===== config.mk =====
export PLATFORM = sky130hd
export DESIGN_NAME = dpt_timer
export DESIGN_NICKNAME = d
export VERILOG_FILES = /design/src/include/dpt_pkg.sv /design/src/dpt_prescaler.sv /design/src/dpt_timer.sv
export VERILOG_INCLUDE_DIRS = /design/src /design/src/include
export SDC_FILE = /design/constraint.sdc
export NUM_CORES = 1
export LEC_CHECK = 0
export ABC_CLOCK_PERIOD_IN_PS = 3900
export BUFFER_PORTS_ARGS = -buffer_cell sky130_fd_sc_hd__buf_4
export CELL_PAD_IN_SITES_DETAIL_PLACEMENT = 0
export CELL_PAD_IN_SITES_GLOBAL_PLACEMENT = 2
export CORE_MARGIN = 10
export CORE_UTILIZATION = 35
export DETAILED_ROUTE_END_ITERATION = 10
export HOLD_SLACK_MARGIN = 0.08
export PLACE_DENSITY = 0.81
export RECOVER_POWER = 50
export SLEW_MARGIN = 20
export SYNTH_ARGS = -nofsm -noshare
export SYNTH_HDL_FRONTEND = slang
export SYNTH_SLANG_ARGS = --single-unit

===== constraint.sdc =====
create_clock -name ref_clk -period 3.9 [get_ports ref_clk]
set_input_delay 0.195 -clock ref_clk [delete_from_list [all_inputs] [get_ports ref_clk]]
set_output_delay 0.195 -clock ref_clk [all_outputs]
set_load 0.05 [all_outputs]

===== src/include/dpt_defines.svh =====
// Purpose: Offsets, field positions, reset values and codes of the dual-slope PWM timer
// Assumes: Wishbone byte addresses, one 32-bit word per register
// Notes:   Included by the design files by bare name
`ifndef DPT_DEFINES_SVH
`define DPT_DEFINES_SVH

// ==========================================================================
// Register offsets
`define DPT_ADDR_CTRL    8'h00
`define DPT_ADDR_COUNT   8'h04
`define DPT_ADDR_CMPA    8'h08
`define DPT_ADDR_CMPB    8'h0C
`define DPT_ADDR_CAPTOP  8'h10
`define DPT_ADDR_FLAGS   8'h14
`define DPT_ADDR_PINS    8'h18

// ==========================================================================
// Control field positions
`define DPT_F_MODE       0
`define DPT_F_SELA       4
`define DPT_F_SELB       6
`define DPT_F_CLKSEL     8
`define DPT_F_DIRA       11
`define DPT_F_DIRB       12

// Flag bit positions
`define DPT_FL_OVF       0
`define DPT_FL_CMPA      1
`define DPT_FL_CMPB      2
`define DPT_FL_CAP       3

// ==========================================================================
// Reset values
`define DPT_RST_CTRL     13'h0000
`define DPT_RST_WORD     16'h0000
`define DPT_RST_FLAGS    4'h0

// ==========================================================================
// Mode codes
`define DPT_MODE_PC8     4'h1
`define DPT_MODE_PC9     4'h2
`define DPT_MODE_PC10    4'h3
`define DPT_MODE_PFC_CAP 4'h8
`define DPT_MODE_PFC_CMP 4'h9
`define DPT_MODE_PC_CAP  4'hA
`define DPT_MODE_PC_CMP  4'hB

// Fixed and limit TOP values
`define DPT_TOP_8BIT     16'h00FF
`define DPT_TOP_9BIT     16'h01FF
`define DPT_TOP_10BIT    16'h03FF
`define DPT_TOP_MIN      16'h0003
`define DPT_TOP_MAX      16'hFFFF

// Output select codes
`define DPT_SEL_OFF      2'h0
`define DPT_SEL_TOGGLE   2'h1
`define DPT_SEL_NONINV   2'h2
`define DPT_SEL_INV      2'h3

// ==========================================================================
// Prescaler tick masks (divider minus one)
`define DPT_PSC_MASK_1    10'h000
`define DPT_PSC_MASK_8    10'h007
`define DPT_PSC_MASK_64   10'h03F
`define DPT_PSC_MASK_256  10'h0FF
`define DPT_PSC_MASK_1024 10'h3FF

`endif


===== src/include/dpt_pkg.sv =====
// Purpose: Types shared by the dual-slope PWM timer
// Assumes: Nothing beyond SystemVerilog
// Notes:   Constants live in dpt_defines.svh
package dpt_pkg;
    // ======================================================================
    // Count direction
    typedef enum logic {DIR_UP, DIR_DOWN} dir_t;

    // One compare output pin: level and enable
    typedef struct packed {
        logic level;
        logic oe;
    } pin_t;

    // Software control fields
    typedef struct packed {
        logic       dirB;
        logic       dirA;
        logic [2:0] clkSel;
        logic [1:0] selB;
        logic [1:0] selA;
        logic [3:0] mode;
    } ctrl_t;
endpackage


===== src/dpt_prescaler.sv =====
// Purpose: Timer tick enable from the reference clock
// Assumes: Select 0 or above 5 stops the timer
// Notes:   Tick is one reference cycle wide
`include "dpt_defines.svh"

module dpt_prescaler #(
    parameter int DIV_W = 10
) (
    // Clock and reset
    input  wire logic             ref_clk,
    input  wire logic             rst_n,
    // Divider choice and tick
    input  wire logic [2:0]       clkSel,
    output logic                  timerTick
);
    logic [DIV_W-1:0] divCnt;
    logic [DIV_W-1:0] next_divCnt;
    logic             next_timerTick;
    logic             run;
    logic [DIV_W-1:0] mask;

    // ======================================================================
    // Divider masks; free-running counter keeps phase between changes
    always_comb begin
        run  = 1'b1;
        mask = DIV_W'(`DPT_PSC_MASK_1);
        case (clkSel)
            3'h1: mask = DIV_W'(`DPT_PSC_MASK_1);
            3'h2: mask = DIV_W'(`DPT_PSC_MASK_8);
            3'h3: mask = DIV_W'(`DPT_PSC_MASK_64);
            3'h4: mask = DIV_W'(`DPT_PSC_MASK_256);
            3'h5: mask = DIV_W'(`DPT_PSC_MASK_1024);
            default: run = 1'b0;
        endcase
        next_divCnt    = divCnt + 1'b1;
        next_timerTick = run && ((divCnt & mask) == mask);
    end

    // Registers
    always_ff @(posedge ref_clk) begin
        if (!rst_n) begin
            divCnt    <= '0;
            timerTick <= 1'b0;
        end else begin
            divCnt    <= next_divCnt;
            timerTick <= next_timerTick;
        end
    end
endmodule


===== src/dpt_timer.sv =====
// Purpose: Dual-slope 16-bit PWM timer with two compare units on Wishbone
// Assumes: Classic Wishbone, 32-bit data, single clock, synchronous reset
// Notes:   Only phase correct and phase and frequency correct modes count
//
// Implementation choices: the placing of the registers and register access over Wishbone.
`include "dpt_defines.svh"

module dpt_timer (
    // Clock and reset
    input  wire logic          ref_clk,
    input  wire logic          rst_n,
    // Wishbone slave
    input  wire logic          wb_cyc_i,
    input  wire logic          wb_stb_i,
    input  wire logic          wb_we_i,
    input  wire logic [7:0]    wb_adr_i,
    input  wire logic [3:0]    wb_sel_i,
    input  wire logic [31:0]   wb_dat_i,
    output logic      [31:0]   wb_dat_o,
    output logic               wb_ack_o,
    // Compare output pins
    output dpt_pkg::pin_t      compareOutputA,
    output dpt_pkg::pin_t      compareOutputB
);
    // ======================================================================
    // State
    dpt_pkg::ctrl_t ctrl;
    dpt_pkg::ctrl_t next_ctrl;
    dpt_pkg::dir_t  dir;
    dpt_pkg::dir_t  next_dir;
    logic [15:0]    counterValue;
    logic [15:0]    next_counterValue;
    logic [15:0]    compareA;
    logic [15:0]    next_compareA;
    logic [15:0]    compareB;
    logic [15:0]    next_compareB;
    logic [15:0]    bufA;
    logic [15:0]    next_bufA;
    logic [15:0]    bufB;
    logic [15:0]    next_bufB;
    logic [15:0]    captureTopValue;
    logic [15:0]    next_captureTopValue;
    logic [3:0]     flags;
    logic [3:0]     next_flags;
    logic           levA;
    logic           next_levA;
    logic           levB;
    logic           next_levB;
    dpt_pkg::pin_t  next_outA;
    dpt_pkg::pin_t  next_outB;
    logic [31:0]    next_wbDat;
    logic           next_wbAck;

    // Working terms
    logic           timerTick;
    logic           access;
    logic           wrEn;
    logic [31:0]    wrData;
    logic [31:0]    rdWord;
    logic [15:0]    top;
    logic           dual;
    logic           atTop;
    logic           atBot;
    logic           turnDown;
    logic           matchA;
    logic           matchB;
    logic           loadBuf;
    logic [3:0]     setFlags;
    logic [3:0]     clrFlags;

    // ======================================================================
    // Helpers
    function automatic logic isDual(input logic [3:0] m);
        return m == `DPT_MODE_PC8 || m == `DPT_MODE_PC9 || m == `DPT_MODE_PC10 ||
               m == `DPT_MODE_PC_CAP || m == `DPT_MODE_PC_CMP ||
               m == `DPT_MODE_PFC_CAP || m == `DPT_MODE_PFC_CMP;
    endfunction

    function automatic logic isFreqCorrect(input logic [3:0] m);
        return m == `DPT_MODE_PFC_CAP || m == `DPT_MODE_PFC_CMP;
    endfunction

    function automatic logic topFromCapture(input logic [3:0] m);
        return m == `DPT_MODE_PC_CAP || m == `DPT_MODE_PFC_CAP;
    endfunction

    function automatic logic topFromCompareA(input logic [3:0] m);
        return m == `DPT_MODE_PC_CMP || m == `DPT_MODE_PFC_CMP;
    endfunction

    // Resolution mask; fixed TOP values double as masks
    function automatic logic [15:0] topMask(input logic [3:0] m);
        case (m)
            `DPT_MODE_PC8:  return `DPT_TOP_8BIT;
            `DPT_MODE_PC9:  return `DPT_TOP_9BIT;
            `DPT_MODE_PC10: return `DPT_TOP_10BIT;
            default:        return `DPT_TOP_MAX;
        endcase
    endfunction

    // Next output level from select, match and slope
    function automatic logic waveLevel(input logic lev, input logic [1:0] sel,
                                       input logic hit, input logic down,
                                       input logic toggleOk);
        if (!hit) begin
            return lev;
        end
        case (sel)
            `DPT_SEL_TOGGLE: return toggleOk ? !lev : lev;
            `DPT_SEL_NONINV: return down;
            `DPT_SEL_INV:    return !down;
            default:         return lev;
        endcase
    endfunction

    // Pin driven only with an active select and direction set to output
    function automatic logic pinEnable(input logic [1:0] sel, input logic dirOut,
                                       input logic toggleOk);
        logic connected;
        connected = (sel == `DPT_SEL_NONINV) || (sel == `DPT_SEL_INV) ||
                    (sel == `DPT_SEL_TOGGLE && toggleOk);
        return connected && dirOut;
    endfunction

    // ======================================================================
    // Tick source
    dpt_prescaler #(
        .DIV_W     (10)
    ) u_prescaler (
        .ref_clk   (ref_clk),
        .rst_n     (rst_n),
        .clkSel    (ctrl.clkSel),
        .timerTick (timerTick)
    );

    // ======================================================================
    // Bus decode; access lasts one cycle, ack follows at the same edge
    always_comb begin
        access = wb_cyc_i && wb_stb_i && !wb_ack_o;
        wrEn   = access && wb_we_i;
        for (int i = 0; i < 4; i++) begin
            wrData[8*i +: 8] = wb_sel_i[i] ? wb_dat_i[8*i +: 8] : rdWord[8*i +: 8];
        end
    end

    // Read mux; unmapped addresses read zero
    always_comb begin
        rdWord = 32'h0000_0000;
        case (wb_adr_i)
            `DPT_ADDR_CTRL:   rdWord = {19'h0_0000, ctrl};
            `DPT_ADDR_COUNT:  rdWord = {16'h0000, counterValue};
            `DPT_ADDR_CMPA:   rdWord = {16'h0000, bufA};
            `DPT_ADDR_CMPB:   rdWord = {16'h0000, bufB};
            `DPT_ADDR_CAPTOP: rdWord = {16'h0000, captureTopValue};
            `DPT_ADDR_FLAGS:  rdWord = {28'h000_0000, flags};
            `DPT_ADDR_PINS:   rdWord = {28'h000_0000, compareOutputB, compareOutputA};
            default:          rdWord = 32'h0000_0000;
        endcase
        next_wbAck = access;
        next_wbDat = access ? rdWord : 32'h0000_0000;
    end

    // ======================================================================
    // TOP selection and slope events
    always_comb begin
        dual = isDual(ctrl.mode);
        case (ctrl.mode)
            `DPT_MODE_PC8:  top = `DPT_TOP_8BIT;
            `DPT_MODE_PC9:  top = `DPT_TOP_9BIT;
            `DPT_MODE_PC10: top = `DPT_TOP_10BIT;
            default: begin
                // Capture or compare A; small values are lifted to the minimum
                top = topFromCapture(ctrl.mode) ? captureTopValue : compareA;
                if (top < `DPT_TOP_MIN) begin
                    top = `DPT_TOP_MIN;
                end
            end
        endcase
        atTop    = counterValue == top;
        atBot    = counterValue == 16'h0000;
        // At TOP the slope is already falling, at zero already rising
        turnDown = atTop || (dir == dpt_pkg::DIR_DOWN && !atBot);
        matchA   = dual && timerTick && counterValue == compareA;
        matchB   = dual && timerTick && counterValue == compareB;
        loadBuf  = dual && timerTick &&
                   (isFreqCorrect(ctrl.mode) ? atBot : atTop);
    end

    // ======================================================================
    // Counter, direction and compare registers
    always_comb begin
        next_counterValue = counterValue;
        next_dir          = dir;
        if (dual && timerTick) begin
            if (atTop) begin
                next_counterValue = counterValue - 1'b1;
                next_dir          = dpt_pkg::DIR_DOWN;
            end else if (atBot) begin
                next_counterValue = 16'h0001;
                next_dir          = dpt_pkg::DIR_UP;
            end else if (dir == dpt_pkg::DIR_UP) begin
                // Above a lowered TOP the count wraps through 0xFFFF
                next_counterValue = counterValue + 1'b1;
            end else begin
                next_counterValue = counterValue - 1'b1;
            end
        end
        if (wrEn && wb_adr_i == `DPT_ADDR_COUNT) begin
            next_counterValue = wrData[15:0];
        end

        next_ctrl = ctrl;
        if (wrEn && wb_adr_i == `DPT_ADDR_CTRL) begin
            next_ctrl = dpt_pkg::ctrl_t'(wrData[12:0]);
        end

        next_bufA = bufA;
        next_bufB = bufB;
        if (wrEn && wb_adr_i == `DPT_ADDR_CMPA) begin
            next_bufA = wrData[15:0] & topMask(ctrl.mode);
        end
        if (wrEn && wb_adr_i == `DPT_ADDR_CMPB) begin
            next_bufB = wrData[15:0] & topMask(ctrl.mode);
        end

        // Outside dual-slope modes the buffer is transparent
        next_compareA = compareA;
        next_compareB = compareB;
        if (loadBuf || !dual) begin
            next_compareA = bufA;
            next_compareB = bufB;
        end

        next_captureTopValue = captureTopValue;
        if (wrEn && wb_adr_i == `DPT_ADDR_CAPTOP) begin
            next_captureTopValue = wrData[15:0];
        end
    end

    // ======================================================================
    // Flags: hardware set beats a software write-one clear
    always_comb begin
        setFlags = 4'h0;
        setFlags[`DPT_FL_OVF]  = dual && timerTick && atBot;
        setFlags[`DPT_FL_CMPA] = matchA ||
                                 (dual && timerTick && atTop &&
                                  topFromCompareA(ctrl.mode));
        setFlags[`DPT_FL_CMPB] = matchB;
        setFlags[`DPT_FL_CAP]  = dual && timerTick && atTop &&
                                 topFromCapture(ctrl.mode);
        clrFlags = (wrEn && wb_adr_i == `DPT_ADDR_FLAGS) ? wrData[3:0] : 4'h0;
        next_flags = (flags & ~clrFlags) | setFlags;
    end

    // ======================================================================
    // Waveform levels and pin drive
    always_comb begin
        next_levA = waveLevel(levA, ctrl.selA, matchA, turnDown,
                              topFromCompareA(ctrl.mode));
        next_levB = waveLevel(levB, ctrl.selB, matchB, turnDown, 1'b0);
        next_outA.level = next_levA;
        next_outA.oe    = pinEnable(next_ctrl.selA, next_ctrl.dirA,
                                    topFromCompareA(next_ctrl.mode));
        next_outB.level = next_levB;
        next_outB.oe    = pinEnable(next_ctrl.selB, next_ctrl.dirB, 1'b0);
    end

    // ======================================================================
    // Registers
    always_ff @(posedge ref_clk) begin
        if (!rst_n) begin
            ctrl            <= dpt_pkg::ctrl_t'(`DPT_RST_CTRL);
            dir             <= dpt_pkg::DIR_UP;
            counterValue    <= `DPT_RST_WORD;
            compareA        <= `DPT_RST_WORD;
            compareB        <= `DPT_RST_WORD;
            bufA            <= `DPT_RST_WORD;
            bufB            <= `DPT_RST_WORD;
            captureTopValue <= `DPT_RST_WORD;
            flags           <= `DPT_RST_FLAGS;
            levA            <= 1'b0;
            levB            <= 1'b0;
            compareOutputA  <= '0;
            compareOutputB  <= '0;
            wb_dat_o        <= 32'h0000_0000;
            wb_ack_o        <= 1'b0;
        end else begin
            ctrl            <= next_ctrl;
            dir             <= next_dir;
            counterValue    <= next_counterValue;
            compareA        <= next_compareA;
            compareB        <= next_compareB;
            bufA            <= next_bufA;
            bufB            <= next_bufB;
            captureTopValue <= next_captureTopValue;
            flags           <= next_flags;
            levA            <= next_levA;
            levB            <= next_levB;
            compareOutputA  <= next_outA;
            compareOutputB  <= next_outB;
            wb_dat_o        <= next_wbDat;
            wb_ack_o        <= next_wbAck;
        end
    end
endmodule


# == Word-level counts from Yosys, hierarchy flattened ==
# Cells that the tools add are included.
# totals
output_inout_bits,37
inputBits,49
wordCells,145
ff_bits,162
# classes
n_mux,24
reduce_logical,54
bitwise,6
addsub,3
n_eq_ne,35
n_lt_le_gt_ge,1
# op_table
operator,n
2-to-1 mux 16 bit,9
one-hot mux 16 bit (7 select lines),1
one-hot mux 16 bit (3 select lines),2
equality test 16 bit,3
one-hot mux 10 bit (4 select lines),1
AND 16 bit,2
"equality test 4 bit, second input constant",6
"equality test 8 x 5 -> 1 bit, second input constant",3
logical AND 1 bit,22
"adder 16 x 1 -> 16 bit, second input constant",1
"equality test 2 bit, second input constant",8
"equality test 8 x 4 -> 1 bit, second input constant",2
zero test 16 bit,1
logical OR 1 bit,16
"less-than comparator 16 x 2 -> 1 bit, second input constant",1
2-to-1 mux 8 bit,2
"subtractor 16 x 1 -> 16 bit, second input constant",1
2-to-1 mux 13 bit,1
"adder 10 x 1 -> 10 bit, second input constant",1
AND 10 bit,1
equality test 10 bit,1
"equality test 4 x 2 -> 1 bit, second input constant",2
"equality test 8 x 3 -> 1 bit, second input constant",1
zero test 8 bit,1
other kinds (19),34

# == Longest topological paths before layout ==
# depth
depth_word,12
depth_mapped,14
depth_no_buf,11

# == By module ==
# A second synthesis with hierarchy kept.
# unflattened
hier_cells,1048
hier_area_um2,8684.6
# modules_own_cells
mod,instances,seq_area_each_um2,cells_per_inst,area_each_um2
dpt_timer,1,2702.6,996,8204.1
dpt_prescaler,1,220.2,52,480.5

# == Least setup slack after synthesis ==
# OpenSTA, ideal clock, no wires.
# synth_timing
kind,register to register
start,reg counterValue[0]
end,reg counterValue[14]
n_path_buf,1
path_slack_ps,944
t_arrival_ps,2869
synth_period_minus_slack_ps,2956
stages_incl_launch_ff,13
t_required_ps,3814
setup_ps,86
cell_sequence,dfxtp_1 clkbuf_1 inv_1 ha_1 nor3b_1 nand4_1 nand3b_1 or3_1 nand2_1 o21ai_0 a2111o_1 o211a_1 a221oi_2
# synth_between
elab_chain_cells,6
elab_cells_between_ends,9
cone_classes,add/sub (2); eq/ne (1); mux (5); reduce/logical (1)
# synth_lines
element,line_no,source
"start, declared",dpt_timer.sv:31,logic [15:0] counterValue;
"start signal, assigned",dpt_timer.sv:274,counterValue <= `DPT_RST_WORD;
"start signal, assigned",dpt_timer.sv:290,counterValue <= next_counterValue;
adder 16 x 1 -> 16 bit or subtractor 16 x 1 -> 16 bit (tied branches),"dpt_timer.sv:203, dpt_timer.sv:196, dpt_timer.sv:205",
2-to-1 mux 16 bit,dpt_timer.sv:201,end else if (dir == dpt_pkg::DIR_UP) begin
2-to-1 mux 16 bit,dpt_timer.sv:198,end else if (atBot) begin
2-to-1 mux 16 bit (*),dpt_timer.sv:195,if (atTop) begin
2-to-1 mux 16 bit (*),dpt_timer.sv:194,if (dual && timerTick) begin
2-to-1 mux 16 bit (*),dpt_timer.sv:208,if (wrEn && wb_adr_i == `DPT_ADDR_COUNT) begin
# Every way passes the cells marked *; elsewhere a longest branch is shown, timed or not. The select of a mux whose other input is x is not followed.
# A chain may end at the register's enable or synchronous reset.

# == Final worst setup path ==
# layout_timing
start,reg ctrl[2] (netlist name)
end,reg counterValue[12]
# layout_between
elab_chain_cells,10
elab_cells_between_ends,24
cone_classes,order compare (1); eq/ne (8); mux (6); reduce/logical (9)
# layout_lines
element,line_no,source
"start, declared",dpt_timer.sv:27,dpt_pkg::ctrl_t ctrl;
"start signal, assigned",dpt_timer.sv:272,ctrl <= dpt_pkg::ctrl_t'(`DPT_RST_CTRL);
"start signal, assigned",dpt_timer.sv:288,ctrl <= next_ctrl;
equality test 4 bit (no line),-,
logical OR 1 bit (no line),-,
2-to-1 mux 16 bit,dpt_timer.sv:173,top = topFromCapture(ctrl.mode) ? captureTopValue : compareA;
less-than comparator 16 x 2 -> 1 bit (no line),-,
2-to-1 mux 16 bit,dpt_timer.sv:174,if (top < `DPT_TOP_MIN) begin
one-hot mux 16 bit (3 select lines),dpt_timer.sv:167,case (ctrl.mode)
equality test 16 bit,dpt_timer.sv:179,atTop = counterValue == top;
2-to-1 mux 16 bit,dpt_timer.sv:195,
2-to-1 mux 16 bit,dpt_timer.sv:194,
2-to-1 mux 16 bit,dpt_timer.sv:208,
# Several ways; a longest one is shown, not always the timed one. The select of a mux whose other input is x is not followed.

==> summary.txt <==
Yosys
  – Proportion of synthesized flip-flops having asynchronous set or reset: 0
  – Synthesized area per cell: 8.00 sq um
  – Cell area after synthesis: roughly 8400 sq um
  – Number of warnings issued by yosys: 0
  – Synthesized netlist cell count: approximately 1100
  – Dominant synthesized flop cell: sky130_fd_sc_hd__dfxtp_1
  – Post-synth top area share: 0.346
  – Most frequent cell after synthesis: sky130_fd_sc_hd__nand2_1
  – #FFs+latches synth: around 150
  – Fraction of the yosys area taken by sequential cells: 0.346
  – Commonest cells post-synth: sky130_fd_sc_hd__nand2_1 (155), sky130_fd_sc_hd__dfxtp_1 (146), sky130_fd_sc_hd__nor2_1 (102)
  – Cell types occupying the most area after synthesis: sky130_fd_sc_hd__dfxtp_1 (35%), sky130_fd_sc_hd__nand2_1 (6.9%), sky130_fd_sc_hd__mux2i_1 (6.6%)
  – Synth cell types: 84
  – Count of flip-flops with a built-in enable after synthesis: 0
  – Leading area contributor after synthesis: sky130_fd_sc_hd__dfxtp_1

Power
  – Leakage power summed over all cells: roughly 3.5 nW
  – Switching share of power: 0.260
  – Comb power frac: 0.053
  – Internal power contribution: 2.58 mW
  – Total power divided by cell area: 364 nW/um^2
  – Worst ir drop on vdd: approximately 0.00023 V
  – Net Sw Power: around 0.9 mW
  – Part of the total power dissipated in the clock network: 0.518
  – Sequential share of power: 0.429

Drt
  – Routed via count divided by cell count: between 5 and 6
  – Drt drc: 0
  – DRC marker count from the first detailed-route iteration: between 700 and 800
  – Drt pass-1 iters: 7
  – DR vias: around 7900
  – Post-Route WL: between 30000 and 40000 microns
  – Number of antenna-violating nets in the routed design: 0
  – Per-cell routed wire length: roughly 22 microns

Clock tree
  – CTS buffer count: 17
  – Post-CTS Repair Setup Buffers: 0
  – CTS Sinks: about 150
  – Longest Clk Path Bufs: 2
  – Clock root buffer master: sky130_fd_sc_hd__clkbuf_16
  – Number of instances resized during post-cts repair: 0
  – Number of buffers inserted for hold repair after clock tree synthesis: 0
  – CTS tree: built
  – Clk_lat worst skew: approximately 0.44 ns
  – Post-CTS clock slew at the launch and capture registers of the worst setup and hold paths: 0.07 ns
  – Total number of H-tree levels: 4

Setup path
  – Sort of element at the start of the critical path: register
  – Worst-path fanout max: 14
  – Arrival @ worst endpoint: around 3.7 ns
  – Critical Path RT: between 4 and 5 ns
  – Classification of the worst setup path: reg -> reg
  – Crit end category: register

STA
  – Final hold slack: 0.270 ns
  – Final worst path period need: roughly 3.5 ns
  – Fin. max-slew vios: slightly below 80
  – Transition at the pin with the smallest max-transition slack: 1.91 ns
  – Final critical-path share of the clock period: 0.887
  – Worst relative slew slack: -0.274
  – Max frequency: 289 MHz
  – Final setup viols: 0
  – Setup TNS: 0 ns
  – Clock skew: roughly 0.019 ns
  – Unrepaired setup endpoints after global routing: false
  – Final hold violation count: 0

Place
  – Gp weighted congestion: approximately 0.9
  – Number of instances in the placed design: 1379
  – Number of input and output port buffers inserted: 51
  – Detail Placement HPWL: between 20000 and 25000 microns

Final layout
  – Layout area overhead: 13.4%
  – Net count reported at finish: 1131
  – Finished Core Util: 0.406
  – Diodes inserted: 0
  – Layout Cells excl Fill: 1411
  – Fraction of layout instances using a drive strength above 1: 0.108

GRT
  – GRT Util Overall: 0.198
  – Antenna violations before repair: 0
  – Wire length of the first global-routing pass: roughly 47000 microns
  – Global route total overflow: 0
  – Via count of the first global-routing pass: 7643
  – Pin count of the biggest net entering global routing: 42

Run status
  – Violated checks: capacitance limit, slew limit
  – Result of the run: complete, but fails checks

Worst hold path
  – Worst hold-check path type: in -> reg

Run
  – Max cap viols: 2

Floorplanning
  – Die Area: just over 30000 sq um
  – Area of the core region: ~24000 sq um
  – Initial core utilization: 0.358
  – Horizontal extent of the die: 175 microns
  – Height of the die: 175 microns
  – Site row count: 56
  – Number of ports placed on the die boundary: between 80 and 90
## per-stage QoR
step	power (mW)	area, sq um	setup slack, ns
6_report	3.49	9580	0.442
5_1_grt	3.58	9580	0.136
4_1_cts	3.51	9680	0.506
3_5_place_dp	1.72	9050	0.517
3_3_place_gp	1.72	9050	0.527
2_1_floorplan	1.66	8510	0.944
## area by class of cell
class                      instances  area (sq um)
clock buffer                      17           425
clock inverter                    15           209
fill                            2444         14000
inverter                          20          76.3
multi-input combinational        808          4980
sequential                       146          2920
tap                              319           399
timing repair buffer              86           566
## critical path, cell delays in order (launching register included)
cell	delay [ns]
sky130_fd_sc_hd__dfxtp_1	0.39
sky130_fd_sc_hd__or3b_1	0.59
sky130_fd_sc_hd__buf_4	0.28
sky130_fd_sc_hd__mux2i_1	0.15
sky130_fd_sc_hd__and3_1	0.21
sky130_fd_sc_hd__a211o_1	0.29
sky130_fd_sc_hd__nand4_2	0.15
sky130_fd_sc_hd__o31a_1	0.60
sky130_fd_sc_hd__o32ai_1	0.20
sky130_fd_sc_hd__a221oi_1	0.31
sky130_fd_sc_hd__a311oi_1	0.08
## cells in the final DEF (no fill, tap or decap), types with 10 or more instances in the layout
cell                        count
sky130_fd_sc_hd__nand2_1      155
sky130_fd_sc_hd__dfxtp_1      146
sky130_fd_sc_hd__nor2_1       102
sky130_fd_sc_hd__a21oi_1       91
sky130_fd_sc_hd__buf_4         59
sky130_fd_sc_hd__mux2i_1       56
sky130_fd_sc_hd__xor2_1        37
sky130_fd_sc_hd__nand3_1       35
sky130_fd_sc_hd__a22oi_1       26
sky130_fd_sc_hd__o21ai_0       26
sky130_fd_sc_hd__clkbuf_1      24
sky130_fd_sc_hd__inv_1         19
sky130_fd_sc_hd__nor4_1        19
sky130_fd_sc_hd__nor3_1        19
sky130_fd_sc_hd__xnor2_1       18
sky130_fd_sc_hd__clkbuf_16     17
sky130_fd_sc_hd__conb_1        16
sky130_fd_sc_hd__a31oi_1       14
sky130_fd_sc_hd__a222oi_1      13
sky130_fd_sc_hd__nand4_1       13
sky130_fd_sc_hd__and2_1        12
sky130_fd_sc_hd__mux2_1        12
sky130_fd_sc_hd__and3_1        10
## logic make-up (layout without fill, tap and decap cells)
family | Yosys count | in the layout | synth area share
AO/OA/AOI/OAI | 234 | 234 | 0.186
buffers and inverters | 117 | 138 | 0.0715
adder cells (fa/ha/maj) | 3 | 3 | 0.00444
multiplexers | 72 | 72 | 0.0877
other | 1 | 16 | 0.000444
flip-flops | 146 | 146 | 0.346
AND/OR/NAND/NOR | 428 | 428 | 0.247
XOR/XNOR | 55 | 55 | 0.0570
## sequential cells by signal, indices dropped and copies added, names as in the netlist, 4 cells and up, named ones only
name / count
wb_dat_o: 16
compareB: 16
bufA: 16
flags: 4
ctrl: 12
counterValue: 16
captureTopValue: 16
u_prescaler.divCnt: 10
compareA: 16
bufB: 16
## power by group through the flow
| stage | Combinational, mW | Sequential [mW] | Clock (mW) |
|---|---|---|---|
| after floorplan | 0.130 | 1.53 | 0 |
| after global placement | 0.186 | 1.53 | 0 |
| after detailed placement | 0.185 | 1.53 | 0 |
| after CTS | 0.186 | 1.50 | 1.83 |
| after global routing | 0.196 | 1.50 | 1.88 |
| final | 0.184 | 1.50 | 1.81 |
## final timing paths
path | from | endpoint | slack (ns) | cells after the start
min | wb_dat_i[2] | bufB[2]$_SDFFE_PN0P_ | 0.27 | 4
max | ctrl[2]$_SDFF_PN0_ | counterValue[12]$_SDFFE_PN0P_ | 0.44 | 10
max reg2reg | ctrl[2]$_SDFF_PN0_ | counterValue[12]$_SDFFE_PN0P_ | 0.44 | 10
min reg2reg | u_prescaler.divCnt[0]$_SDFF_PN0_ | u_prescaler.divCnt[0]$_SDFF_PN0_ | 0.45 | 1
## metal layers
layer	routed length, microns	share of wire	GRT usage
met4	890	0.029	0.0731
met3	1860	0.060	0.0326
met5	0	0	0
met2	14400	0.46	0.318
met1	13800	0.45	0.261
Power figures use the tool's default switching activity.
